File: config.mk
export PLATFORM = sky130hd
export DESIGN_NAME = media_decode_command_unit
export DESIGN_NICKNAME = d
export VERILOG_FILES = /design/src/media_decode_pkg.sv /design/src/media_decode_command_unit.sv
export SDC_FILE = /design/constraint.sdc
export NUM_CORES = 2
export LEC_CHECK = 0
export ABC_CLOCK_PERIOD_IN_PS = 58700
export BUFFER_PORTS_ARGS = -buffer_cell sky130_fd_sc_hd__buf_2
export CAP_MARGIN = 20
export CORE_ASPECT_RATIO = 1.25
export CORE_MARGIN = 4
export CORE_UTILIZATION = 45
export DETAILED_ROUTE_END_ITERATION = 8
export PLACE_DENSITY_LB_ADDON = 0.25
export SYNTH_ARGS = -nofsm -noshare
export SYNTH_HDL_FRONTEND = slang
export SYNTH_SLANG_ARGS = --single-unit
export TNS_END_PERCENT = 10
File: constraint.sdc
create_clock -name clk -period 58.7 [get_ports clk]
set_input_delay 0 -clock clk [delete_from_list [all_inputs] [get_ports clk]]
set_output_delay 0 -clock clk [all_outputs]
set_load 0.05 [all_outputs]
File: src/media_decode_pkg.sv
// Purpose: shared constants and types of the media decode command unit
// Assumes: 32-bit APB register words, 20-bit general RAM byte addresses
// Notes:   option bit positions and register offsets are fixed here only
package media_decode_pkg;

	// command opcodes
	localparam logic [31:0] OP_RAW_DECOMPRESS    = 32'hffffff22;
	localparam logic [31:0] OP_SELECT_DECOMPRESS = 32'hffffff50;
	localparam logic [31:0] OP_IMAGE_LOAD        = 32'hffffff24;
	localparam logic [31:0] OP_STREAM_SETUP      = 32'hffffff39;
	localparam logic [31:0] OP_PLAY_VIDEO        = 32'hffffff3a;
	localparam logic [31:0] OP_VIDEO_START       = 32'hffffff40;
	localparam logic [31:0] OP_VIDEO_FRAME       = 32'hffffff41;

	// option word bit positions
	localparam int opt_monochrome           = 0;
	localparam int opt_color16_output       = 1;
	localparam int opt_scale_to_screen      = 2;
	localparam int opt_no_display_list      = 3;
	localparam int opt_blanking_sync        = 4;
	localparam int opt_decode_audio         = 5;
	localparam int opt_append_to_list       = 6;
	localparam int opt_stream_buffer_source = 7;
	localparam int source_a                 = 8;

	// APB byte offsets
	localparam logic [11:0] REG_CMD_PUSH    = 12'h000;
	localparam logic [11:0] REG_CMD_RDPTR   = 12'h004;
	localparam logic [11:0] REG_CMD_WRPTR   = 12'h008;
	localparam logic [11:0] REG_STATUS      = 12'h00c;
	localparam logic [11:0] REG_PLAY_CTRL   = 12'h010;
	localparam logic [11:0] REG_STREAM_BASE = 12'h014;
	localparam logic [11:0] REG_STREAM_SIZE = 12'h018;
	localparam logic [11:0] REG_STREAM_RD   = 12'h01c;
	localparam logic [11:0] REG_STREAM_WR   = 12'h020;
	localparam logic [11:0] REG_FLASH_ADDR  = 12'h024;

	// status bits
	localparam int ST_BUSY   = 0;
	localparam int ST_ERROR  = 1;
	localparam int ST_REJECT = 2;

	// playback control values and reset
	localparam logic [7:0] PLAY_EXIT  = 8'hff;
	localparam logic [7:0] PLAY_PAUSE = 8'h00;
	localparam logic [7:0] PLAY_RUN   = 8'h01;

	// memory map of general RAM
	localparam logic [19:0] PNG_SCRATCH_BASE  = 20'hf5800;
	localparam logic [19:0] VIDEO_BITMAP_BASE = 20'h00000;
	localparam logic [19:0] AUDIO_BUF_BYTES   = 20'h08000;

	// bitmap formats
	localparam logic [2:0] FMT_NONE                = 3'h0;
	localparam logic [2:0] luminance_8bit_format   = 3'h1;
	localparam logic [2:0] color16_format          = 3'h2;
	localparam logic [2:0] paletted_color16_format = 3'h3;
	localparam logic [2:0] paletted_argb16_format  = 3'h4;
	localparam logic [2:0] argb_4bit_format        = 3'h5;

	// audio formats reported by the decoder
	localparam logic [1:0] AUD_PCM16 = 2'h3;

	typedef enum logic [1:0] {DL_NEW, DL_APPEND, DL_NONE} dl_mode_t;
	typedef enum logic [2:0] {K_DEFLATE, K_IMAGE, K_VIDEO, K_VIDHDR, K_FRAME} dec_kind_t;
	typedef enum logic [2:0] {C_RAW, C_SELECT, C_IMAGE, C_SETUP, C_PLAY, C_VSTART, C_VFRAME} cmd_t;
	typedef enum logic [2:0] {S_IDLE, S_ARGS, S_INLINE, S_STREAM} state_t;

endpackage : media_decode_pkg

File: src/media_decode_command_unit.sv
// Purpose: media command interpreter: parses command words, feeds a decode core
// Assumes: decode core on the same clock; vblank arrives from a pin
// Notes:   the deflate, jpeg, png and avi cores themselves sit outside this unit
//
// Contract
// - raw decompress: opcode, destination, inline bytes
// - selectable decompress: opcode, destination, options, bytes
// - selectable source: stream buffer, flash, else inline
// - image load: opcode, destination, options, bytes
// - jpeg: mono gives luminance, else color16
// - png colour type mapping, type 4 rejected
// - scale option fills the screen
// - image source: stream buffer, flash, else inline
// - image appends display list unless suppressed
// - png uses top 42K scratch at 0xf5800
// - stream setup: opcode, start, size sets buffer
// - play video: opcode, options, optional inline data
// - play control: ff exits, 0 pauses, 1 plays
// - playback starts at once, completes at end (playCtrl resets to 0, so a player after reset waits paused until 1 is written)
// - video bitmap at ram start, audio follows
// - blanking sync, overlay and keep-list options
// - audio formats; 16-bit pcm drops low byte
// - video start consumes header from stream
// - video frame decodes next frame to destination
// - read pointer meets write pointer at completion
`timescale 1ns/1ps
`default_nettype none

module media_decode_command_unit
	import media_decode_pkg::*;
(
	input  wire logic        clk,
	input  wire logic        rst,
	input  wire logic        clkEn,
	// apb slave
	input  wire logic        psel,
	input  wire logic        penable,
	input  wire logic        pwrite,
	input  wire logic [11:0] paddr,
	input  wire logic [31:0] pwdata,
	output logic      [31:0] prdata,
	output logic             pready,
	output logic             pslverr,
	// stream buffer and flash word reads
	output logic             memRdReq,
	output logic      [31:0] memRdAddr,
	output logic             memFlashSel,
	input  wire logic [31:0] memRdData,
	input  wire logic        memRdAck,
	// decode core
	output logic             decStart,
	output logic      [2:0]  decKind,
	output logic      [19:0] decDst,
	output logic      [31:0] decAux,
	output logic      [31:0] decWord,
	output logic             decWordValid,
	input  wire logic        decWordReady,
	output logic             decAbort,
	input  wire logic        decDone,
	input  wire logic        imgInfoValid,
	input  wire logic        imgIsPng,
	input  wire logic [2:0]  pngType,
	input  wire logic        pngHasAlpha,
	input  wire logic [1:0]  audioFmt,
	// rendering controls to the core
	output logic      [2:0]  bitmapFormat,
	output logic             scaleToScreen,
	output logic      [1:0]  dlMode,
	output logic             scratchActive,
	output logic      [19:0] scratchAddr,
	output logic             audioOn,
	output logic      [19:0] audioGap,
	output logic             audioDropLow,
	output logic             frameUpdateEn,
	input  wire logic        vblankPin
);

	typedef struct packed {
		logic [2:0]  vbSync;
		logic        vblank;
		logic        pready;
		logic [31:0] prdata;
		logic        pslverr;
		state_t      state;
		cmd_t        cmd;
		logic [1:0]  argsLeft;
		logic [1:0]  argIdx;
		logic [31:0] arg0;
		logic [31:0] arg1;
		logic [11:0] cmdFetch;
		logic [15:0][31:0] cmdBuf;
		logic [19:0] gap;
		logic [11:0] cmdRd;
		logic [11:0] cmdWr;
		logic [7:0]  playCtrl;
		logic [19:0] strBase;
		logic [19:0] strSize;
		logic [19:0] strRd;
		logic [19:0] strWr;
		logic [31:0] flashAddr;
		logic        memReq;
		logic [31:0] memAddr;
		logic        flashSel;
		logic        decStart;
		logic [2:0]  decKind;
		logic [19:0] decDst;
		logic [31:0] decAux;
		logic [31:0] decWord;
		logic        decValid;
		logic        decAbort;
		logic [2:0]  fmt;
		logic        scale;
		logic [1:0]  dlMode;
		logic        scratch;
		logic        audio;
		logic        dropLow;
		logic        frameEn;
		logic        err;
		logic        reject;
	} unit_state_t;

	unit_state_t st;
	unit_state_t nxt;

	logic        access;
	logic        streamHasData;
	logic [19:0] strRdInc;
	logic [31:0] opts;
	logic        feedOk;
	logic        cmdAvail;
	logic [31:0] cmdHead;
	logic        cmdFull;
	logic        multiSrc;
	logic        useStream;
	logic        useFlash;
	dec_kind_t   kindOf;

	////////////////////////////////////////////////////////////////////////////
	// helpers
	assign access        = psel && penable;
	assign strRdInc      = st.strRd + 20'h00004;
	assign streamHasData = st.flashSel || (st.strRd != st.strWr);
	assign opts          = (st.cmd == C_PLAY) ? st.arg0 : st.arg1;
	// a paused player neither takes words nor fetches them
	assign feedOk        = !((st.cmd == C_PLAY) && (st.playCtrl == PLAY_PAUSE));

	// words between the committed read pointer and the fetch pointer still belong to the running command
	assign cmdAvail = st.cmdFetch != st.cmdWr;
	assign cmdHead  = st.cmdBuf[st.cmdFetch[5:2]];
	// full is judged against the committed pointer so no word of a running command is overwritten
	assign cmdFull  = (st.cmdWr - st.cmdRd) == 12'h040;

	// source select: stream buffer wins over flash, else inline words
	assign multiSrc  = (st.cmd == C_SELECT) || (st.cmd == C_IMAGE) || (st.cmd == C_PLAY);
	assign useFlash  = multiSrc && !opts[opt_stream_buffer_source] && opts[source_a];
	assign useStream = useFlash || (multiSrc && opts[opt_stream_buffer_source]) ||
		(st.cmd == C_VSTART) || (st.cmd == C_VFRAME);

	// decoder kind for each command
	assign kindOf = (st.cmd == C_IMAGE)  ? K_IMAGE  :
		(st.cmd == C_PLAY)   ? K_VIDEO  :
		(st.cmd == C_VSTART) ? K_VIDHDR :
		(st.cmd == C_VFRAME) ? K_FRAME  : K_DEFLATE;

	////////////////////////////////////////////////////////////////////////////
	// next state
	always_comb begin
		nxt          = st;
		nxt.decStart = 1'b0;
		nxt.decAbort = 1'b0;

		// vblank pin: three flops, accepted once the last two agree
		nxt.vbSync = {st.vbSync[1:0], vblankPin};
		if (st.vbSync[1] == st.vbSync[2]) begin
			nxt.vblank = st.vbSync[2];
		end

		// apb: ready one cycle into the access phase, so read data is settled when the master looks
		if (!access) begin
			nxt.pready  = 1'b0;
			nxt.pslverr = 1'b0;
		end
		if (access && !st.pready) begin
			nxt.pready  = 1'b1;
			nxt.pslverr = 1'b0;
			nxt.prdata  = 32'h00000000;
			case (paddr)
				REG_CMD_PUSH: begin
					nxt.pslverr = !pwrite || cmdFull;
				end
				REG_CMD_RDPTR: begin
					nxt.prdata = {20'h00000, st.cmdRd};
				end
				REG_CMD_WRPTR: begin
					nxt.prdata = {20'h00000, st.cmdWr};
				end
				REG_STATUS: begin
					nxt.prdata[ST_BUSY]   = st.state != S_IDLE;
					nxt.prdata[ST_ERROR]  = st.err;
					nxt.prdata[ST_REJECT] = st.reject;
				end
				REG_PLAY_CTRL: begin
					nxt.prdata = {24'h000000, st.playCtrl};
				end
				REG_STREAM_BASE: begin
					nxt.prdata = {12'h000, st.strBase};
				end
				REG_STREAM_SIZE: begin
					nxt.prdata = {12'h000, st.strSize};
				end
				REG_STREAM_RD: begin
					nxt.prdata = {12'h000, st.strRd};
				end
				REG_STREAM_WR: begin
					nxt.prdata = {12'h000, st.strWr};
				end
				REG_FLASH_ADDR: begin
					nxt.prdata = st.flashAddr;
				end
				default: begin
					nxt.pslverr = 1'b1;
				end
			endcase
		end
		// the completing edge: writes land here and ready drops for the next access
		if (access && st.pready) begin
			nxt.pready  = 1'b0;
			nxt.pslverr = 1'b0;
			if (pwrite && !st.pslverr) begin
				case (paddr)
					REG_CMD_PUSH: begin
						nxt.cmdBuf[st.cmdWr[5:2]] = pwdata;
						nxt.cmdWr                 = st.cmdWr + 12'h004;
					end
					REG_PLAY_CTRL: begin
						nxt.playCtrl = pwdata[7:0];
					end
					REG_STREAM_WR: begin
						nxt.strWr = pwdata[19:0];
					end
					REG_FLASH_ADDR: begin
						nxt.flashAddr = pwdata;
					end
					default: begin
					end
				endcase
			end
		end

		// command engine
		unique case (st.state)
			S_IDLE: begin
				if (cmdAvail) begin
					nxt.cmdFetch = st.cmdFetch + 12'h004;
					nxt.argIdx   = 2'h0;
					nxt.err      = 1'b0;
					nxt.reject   = 1'b0;
					nxt.state    = S_ARGS;
					case (cmdHead)
						OP_RAW_DECOMPRESS: begin
							nxt.cmd      = C_RAW;
							nxt.argsLeft = 2'h1;
						end
						OP_SELECT_DECOMPRESS: begin
							nxt.cmd      = C_SELECT;
							nxt.argsLeft = 2'h2;
						end
						OP_IMAGE_LOAD: begin
							nxt.cmd      = C_IMAGE;
							nxt.argsLeft = 2'h2;
						end
						OP_STREAM_SETUP: begin
							nxt.cmd      = C_SETUP;
							nxt.argsLeft = 2'h2;
						end
						OP_PLAY_VIDEO: begin
							nxt.cmd      = C_PLAY;
							nxt.argsLeft = 2'h1;
						end
						OP_VIDEO_START: begin
							nxt.cmd      = C_VSTART;
							nxt.argsLeft = 2'h0;
						end
						OP_VIDEO_FRAME: begin
							nxt.cmd      = C_VFRAME;
							nxt.argsLeft = 2'h2;
						end
						default: begin
							// an unknown word is dropped so the buffer cannot wedge
							nxt.err   = 1'b1;
							nxt.state = S_IDLE;
							nxt.cmdRd = st.cmdFetch + 12'h004;
						end
					endcase
				end
			end
			S_ARGS: begin
				if (st.argsLeft != 2'h0) begin
					if (cmdAvail) begin
						nxt.cmdFetch = st.cmdFetch + 12'h004;
						nxt.argsLeft = st.argsLeft - 2'h1;
						nxt.argIdx   = st.argIdx + 2'h1;
						if (st.argIdx == 2'h0) begin
							nxt.arg0 = cmdHead;
						end else begin
							nxt.arg1 = cmdHead;
						end
					end
				end else if (st.cmd == C_SETUP) begin
					// pointers restart at the base; the host fills from there
					nxt.strBase = st.arg0[19:0];
					nxt.strSize = st.arg1[19:0];
					nxt.strRd   = 20'h00000;
					nxt.strWr   = 20'h00000;
					nxt.state   = S_IDLE;
					nxt.cmdRd   = st.cmdFetch;
				end else begin
					nxt.decStart = 1'b1;
					nxt.decKind  = kindOf;
					nxt.decAux   = opts;
					nxt.decDst   = st.arg0[19:0];
					nxt.decValid = 1'b0;
					nxt.flashSel = useFlash;
					nxt.state    = useStream ? S_STREAM : S_INLINE;
					if (st.cmd == C_IMAGE) begin
						nxt.fmt    = FMT_NONE;
						nxt.scale  = opts[opt_scale_to_screen];
						nxt.dlMode = opts[opt_no_display_list] ? DL_NONE : DL_APPEND;
					end
					if ((st.cmd == C_PLAY) || (st.cmd == C_VSTART)) begin
						nxt.decDst = VIDEO_BITMAP_BASE;
					end
					if (st.cmd == C_PLAY) begin
						nxt.scale  = opts[opt_scale_to_screen];
						nxt.audio  = opts[opt_decode_audio];
						nxt.gap    = opts[opt_decode_audio] ? AUDIO_BUF_BYTES : 20'h00000;
						nxt.dlMode = opts[opt_no_display_list] ? DL_NONE :
							opts[opt_append_to_list] ? DL_APPEND : DL_NEW;
					end
				end
			end
			S_INLINE: begin
				// one word at a time; a bubble after each hand-over keeps the path short
				if (st.decValid && decWordReady) begin
					nxt.decValid = 1'b0;
				end else if (!st.decValid && cmdAvail && feedOk) begin
					nxt.decWord  = cmdHead;
					nxt.decValid = 1'b1;
					nxt.cmdFetch = st.cmdFetch + 12'h004;
				end
			end
			S_STREAM: begin
				if (st.decValid && decWordReady) begin
					nxt.decValid = 1'b0;
				end
				if (st.memReq && memRdAck) begin
					nxt.memReq   = 1'b0;
					nxt.decWord  = memRdData;
					nxt.decValid = 1'b1;
					if (st.flashSel) begin
						nxt.flashAddr = st.flashAddr + 32'h00000004;
					end else begin
						nxt.strRd = (strRdInc >= st.strSize) ? 20'h00000 : strRdInc;
					end
				end else if (!st.memReq && !st.decValid && streamHasData && feedOk) begin
					// request and address stand until the responder acknowledges
					nxt.memReq  = 1'b1;
					nxt.memAddr = st.flashSel ? st.flashAddr : {12'h000, st.strBase + st.strRd};
				end
			end
			default: begin
				nxt.state = S_IDLE;
			end
		endcase

		// image header: pick the bitmap format
		if ((st.cmd == C_IMAGE) && (st.state != S_IDLE) && imgInfoValid) begin
			if (imgIsPng) begin
				nxt.scratch = 1'b1;
				case (pngType)
					3'h0: begin
						nxt.fmt = luminance_8bit_format;
					end
					3'h2: begin
						nxt.fmt = color16_format;
					end
					3'h3: begin
						nxt.fmt = pngHasAlpha ? paletted_argb16_format : paletted_color16_format;
					end
					3'h6: begin
						nxt.fmt = argb_4bit_format;
					end
					default: begin
						// grey with alpha and illegal types are refused
						nxt.fmt    = FMT_NONE;
						nxt.reject = 1'b1;
					end
				endcase
			end else begin
				nxt.fmt = opts[opt_monochrome] ? luminance_8bit_format : color16_format;
			end
		end

		// completion: decoder done, player told to exit, or a refused image
		if ((st.state == S_INLINE) || (st.state == S_STREAM)) begin
			if (decDone || st.reject || ((st.cmd == C_PLAY) && (st.playCtrl == PLAY_EXIT))) begin
				nxt.decAbort = !decDone;
				nxt.state    = S_IDLE;
				nxt.decValid = 1'b0;
				nxt.memReq   = 1'b0;
				nxt.scratch  = 1'b0;
				nxt.audio    = 1'b0;
				nxt.gap      = 20'h00000;
				// words taken so far are committed; inline words left behind by an aborted command stay and are parsed as commands
				nxt.cmdRd    = nxt.cmdFetch;
			end
		end

		// audio and frame pacing
		nxt.dropLow = st.audio && (audioFmt == AUD_PCM16);
		nxt.frameEn = st.vblank || !((st.cmd == C_PLAY) && (st.state != S_IDLE) && opts[opt_blanking_sync]);
	end

	////////////////////////////////////////////////////////////////////////////
	// state register; a paused player waits after reset until run is written
	always_ff @(posedge clk or posedge rst) begin
		if (rst) begin
			st <= '0;
		end else if (clkEn) begin
			st <= nxt;
		end
	end

	////////////////////////////////////////////////////////////////////////////
	// outputs straight from the state register, except the fixed scratchAddr
	assign prdata        = st.prdata;
	assign pready        = st.pready;
	assign pslverr       = st.pslverr;
	assign memRdReq      = st.memReq;
	assign memRdAddr     = st.memAddr;
	assign memFlashSel   = st.flashSel;
	assign decStart      = st.decStart;
	assign decKind       = st.decKind;
	assign decDst        = st.decDst;
	assign decAux        = st.decAux;
	assign decWord       = st.decWord;
	assign decWordValid  = st.decValid;
	assign decAbort      = st.decAbort;
	assign bitmapFormat  = st.fmt;
	assign scaleToScreen = st.scale;
	assign dlMode        = st.dlMode;
	assign scratchActive = st.scratch;
	assign scratchAddr   = PNG_SCRATCH_BASE; // fixed location, no state needed
	assign audioOn       = st.audio;
	assign audioGap      = st.gap;
	assign audioDropLow  = st.dropLow;
	assign frameUpdateEn = st.frameEn;

endmodule : media_decode_command_unit

`default_nettype wire

* Word level (Yosys, flattened, before mapping)
Index checks and enable logic that the tools add are counted.
Storage, ports and cells: bits in registers 936, bits of input ports 94, word-level logic and storage cells 306
Operators by class: $add $sub $neg 8, magnitude comparators 4, equal/unequal tests 47, multiplexer cells 108, bitwise gates (word level) 4, reduce and logical (&&, ||, !) cells 79
Operators by type and width (number):
- $bwmux 512 | 1
- $mux 32 | 14
- $pmux 29 s8 | 1
- $eq 32x32->1 const B | 7
- $mux 20 | 9
- $mux 56 | 3
- $mux 80 | 2
- $bmux 32 s4 | 1
- $demux 32 s4 | 1
- $mux 52 | 2
- $mux 33 | 3
- $mux 40 | 2
- $mux 12 | 6
- $mux 65 | 1
- $pmux 32 s2 | 1
- $eq 12x5->1 const B | 4
- $pmux 20 s2 | 1
- $pmux 12 s3 | 1
- $pmux 5 s7 | 1
- $mux 34 | 1
- $mux 3 | 11
- $add 32x3->32 const B | 1
- $reduce_and 5->1 | 6
- $pmux 3 s9 | 1
- other kinds (55) | 169

* Depth between registers and ports, before layout
word-level depth 14, mapped depth 17

* Worst setup path after synthesis
OpenSTA, ideal clock, no wires.
path kind reg2reg, from register st[192] (netlist name), to register st[190] (netlist name), setup time 0.065 ns, data arrival time 4.119 ns, path slack 54.516 ns, stages on the path, launching flop included 18, period minus slack after synthesis 4.184 ns, cell sequence dfrtp_1 -> clkbuf_1 -> and3_1 -> and3_1 -> nand3_1 -> nor2_1 -> and3_1 -> clkbuf_1 -> nand3_1 -> xnor2_1 -> ha_1 -> a21o_1 -> a21oi_1 -> nor2b_1 -> a2111oi_0 -> nand2_1 -> nor2_1 -> mux2_2
On the way: cells in the longest elaborated chain, start to end 6
Ends and longest elaborated chain:
- start, declared | line media_decode_command_unit.sv:122 | unit_state_t st;
- start signal, assigned | line media_decode_command_unit.sv:430 | st <= nxt;
- $add 20x3->20 | line media_decode_command_unit.sv:141 | assign strRdInc = st.strRd + 20'h00004;
- $ge 20x20->1 | line media_decode_command_unit.sv:363 | nxt.strRd = (strRdInc >= st.strSize) ? 20'h00000 : strRdInc;
- $mux 20 | line media_decode_command_unit.sv:363
- $mux 20 | line media_decode_command_unit.sv:360 | if (st.flashSel) begin
- $mux 20 | line media_decode_command_unit.sv:356 | if (st.memReq && memRdAck) begin
- $pmux 20 s2 | line media_decode_command_unit.sv:251 | unique case (st.state)
No other way between the ends. The select of a mux whose other input is x is not followed. A chain may end at the register's enable or synchronous reset.

* Final worst setup path
from register st[814] (netlist name), to register st[275] (netlist name)
On the way: cells in the longest elaborated chain, start to end 9, elaborated cells on any way between the ends 25
Ends and longest elaborated chain:
- $bmux 32 s4 | line media_decode_command_unit.sv:149 | assign cmdHead = st.cmdBuf[st.cmdFetch[5:2]];
- $mux 32 (implied by the code) | line media_decode_command_unit.sv:149
- $eq 32x32->1 | line media_decode_command_unit.sv:259 | case (cmdHead)
- $reduce_or 7->1 (no source line)
- $mux 12 | line media_decode_command_unit.sv:259
- $mux 12 | line media_decode_command_unit.sv:253 | if (cmdAvail) begin
- $pmux 12 s2 | line media_decode_command_unit.sv:251
- $mux 32 | line media_decode_command_unit.sv:406 | if (decDone || st.reject || ((st.cmd == C_PLAY) && (st.playCtrl == PLAY_EXIT))) begin
- $mux 32 (*) | line media_decode_command_unit.sv:405 | if ((st.state == S_INLINE) || (st.state == S_STREAM)) begin
Every way passes the cells marked *; elsewhere a longest branch is shown, timed or not. The select of a mux whose other input is x is not followed.

==> qor.yml <==
detailed_routing:
  wl_per_cell_um: 27.1
  finalWirelength_mm: 145
  vias_per_cell: 5.96
  route.detailed.drc: 0
  num_vias: 31800
  ant_nets: 0
  drt-pass1-iter-count: 9
  drt_iter0_markers: 2930
worst_setup_path:
  start_kind: "flip-flop"
  reg2reg_slack_ps: 53130
  r2r_cells: 11
  startpoint: "st[814]"
  cp_num_buf_inv: 2
  path_max_fanout: 47
  r2r_end: "st[275]"
  critPathCaptureType: "flip-flop"
  crit_chain: "buf_4, buf_4, mux4_2, o22ai_1, nor2_1, nand4_1, or2_2, nor4_4, a21oi_2, a2111oi_2, o22ai_1"
  crit_slowest_cell: "buf_4"
  worstPathRequired_ps: 59280
  r2r_start: "st[814]"
  criticalPathCategory: "reg -> reg"
  cp_top_family: "simple AND/OR/NAND/NOR gates"
  critPathArrivalTime_ps: 6150
  slowest_delay_ps: 840
power:
  ir_drop_v: 0.0000249
  leakage_nw: 24.4
  cellPowerDensity_mw_per_mm2: 35.9
global_route:
  grt_usage: 0.269
  grt_use_met2: 0.441
  grt_max_degree: 113
  grt_use_met1: 0.349
  antenna_found_initial: 6
  top_usage_layer: "met2"
  gr-total-overflow: 0
  grt_use_met3: 0.0341
  first_global_vias: 32000
  grt_pass1_wl_mm: 215
logic_synthesis:
  ys_seq_area_frac: 0.509
  ys_ff_latch: 930
  synth_area_leaders: "dfrtp_1 51%, mux2_2 15%, mux4_2 5.9%, buf_4 3.3%, nand2_1 3.2%"
  postSynthCellCount: 3846
  synth_cell_types: 83
  syn_area_mm2: 0.0457
  synth_commonest_cells: "930 x dfrtp_1, 617 x mux2_2, 384 x nand2_1"
  synth.largest_area_cell: "dfrtp_1"
  ys_async_sr_fraction: 1.00
  synth_edf_count: 0
  yosys.area.top_type_share: 0.509
  synth_most_common_cell: "dfrtp_1"
  avgSynthCellArea_um2: 11.9
  ys.flop_type: "dfrtp_1"
  synth-warning-count: 0
clock_network:
  cts_tree: "built"
  cts.sinks: 930
  cts-root-buf: "clkbuf_16"
  clk_latency_ps: 710
  cts_made_buffers: 93
  h-tree-depth: 3
  clkTransAtPathRegs_ps: 70
  cts.repair.resized: 0
  cts_buffer_depth: 3
placed_design:
  io_buffer_count: 281
  gp_congestion: 0.943
  hpwl_mm: 96.7
timing:
  period_share: 0.0949
  worst_pin_slew_ps: 1170
  fmax_mhz: 179
  tns_ps: 0
  whs_ps: -36.8
  rsz0062_at_grt: "no"
  finalHoldViolCount: 4
  drv_slew: 0
  setup_viol_count_final: 0
  skew_ps: 70.7
  min_period_ps: 5570
  slew_headroom: 0.220
outcome:
  violations: "negative hold slack"
  status: "complete, but fails checks"
floorplanning:
  die_area_mm2: 0.107
  fp.dieH_um: 364
  start_util: 0.454
  coreArea_mm2: 0.101
  io_pins: 302
  die-width_um: 293
  rows: 130
min_path:
  min_path_type: "in -> async"
cells_and_area:
  final_nets: 4083
  num-fill-cells: 8870
  layout-drive-gt1-share: 0.329
  syn_to_final_growth_pct: 12.2
flow_run:
  maxCapViolCount: 0
[state kept, by name (all words and copies together), names as in the netlist]
register	count
scaleToScreen	1
memRdAddr	32
pready	1
decAbort	1
decWord	32
decAux	32
memFlashSel	1
dlMode	2
audioDropLow	1
pslverr	1
scratchActive	1
audioOn	1
frameUpdateEn	1
st	740
decDst	20
bitmapFormat	3
decKind	3
memRdReq	1
decWordValid	1
audioGap	20
nxt	2
prdata	32
decStart	1
[kinds of logic (layout without fill, tap and decap cells)]
group / after synthesis / count (layout) / synth area share
flops: 930 / 930 / 0.509
simple gates: 858 / 858 / 0.0849
mux: 793 / 793 / 0.223
compound gates: 604 / 604 / 0.0892
buf+inv: 527 / 679 / 0.0640
xor+xnor: 79 / 79 / 0.0151
fa+ha+maj: 53 / 53 / 0.0145
other cells: 2 / 24 / 0.000164
[worst min-delay path: cells and delay by family]
kind | cells | cell delay [ps]
buffers and inverters | 3 | 1150
[per-layer routing]
metal	wire, µm	vias to the layer above
li1	-	13800
met1	58200	16500
met2	69000	1235
met3	8830	296
met4	8760	2
met5	13	-
[area by class of cell]
type | count | area (µm²) | area share
clock buffers | 127 | 2680 | 0.0522
multi-input cells | 2407 | 19800 | 0.386
clock inverters | 48 | 728 | 0.0142
inverters | 61 | 236 | 0.00461
flip-flops and latches | 930 | 23300 | 0.454
repair buffers | 443 | 2930 | 0.0570
diodes | 4 | 10.0 | 0.000195
well taps | 1320 | 1650 | 0.0322
[placed cells by master (no fill, tap or decap), drive strengths merged, types with 53 or more instances in the layout]
cell and count:
mux4 119, xnor2 61, a21oi 93, nor2 165, buf 353, dfrtp 930, ha 53, mux2 631
dlygate4sd3 90, nand3 101, inv 62, o21ai 165, nand2 386, clkbuf 127, a22oi 72
[what timing repair did]
item,4_1_cts,5_1_grt
hold endpoints to repair,731,0
hold buffers,90,0
endpoints found under the setup margin,0,0
setup buffers,0,0
[report_power, final]
part           total, mW  switching [mW]  internal (mW)
combinational      0.451           0.315          0.137
clock              0.653           0.271          0.381
sequential         0.738          0.0587          0.680
[per-stage QoR]
step / setup WS, ps / util / std cells / area (µm²) / power (mW)
finish: 53130 / 0.510 / 5340 / 51300 / 1.84
CTS: 53060 / 0.508 / 5330 / 51200 / 1.85
global route: 52720 / 0.509 / 5338 / 51300 / 1.91
detailed placement: 53060 / 0.465 / 5065 / 46900 / 1.19
global placement: 53120 / 0.465 / 5065 / 46900 / 1.19
floorplan: 32550 / - / 3864 / 45800 / 1.09
[worst max-delay path by stage]
stage	cells after the start	slack [ps]	endpoint
2_1_floorplan	1	32550	audioDropLow
3_5_place_dp	11	53060	st[275]
5_1_grt	11	52720	st[275]
3_3_place_gp	11	53120	st[892]
6_report	11	53130	st[275]
4_1_cts	11	53060	st[275]
(Power assumes the default switching activity.)
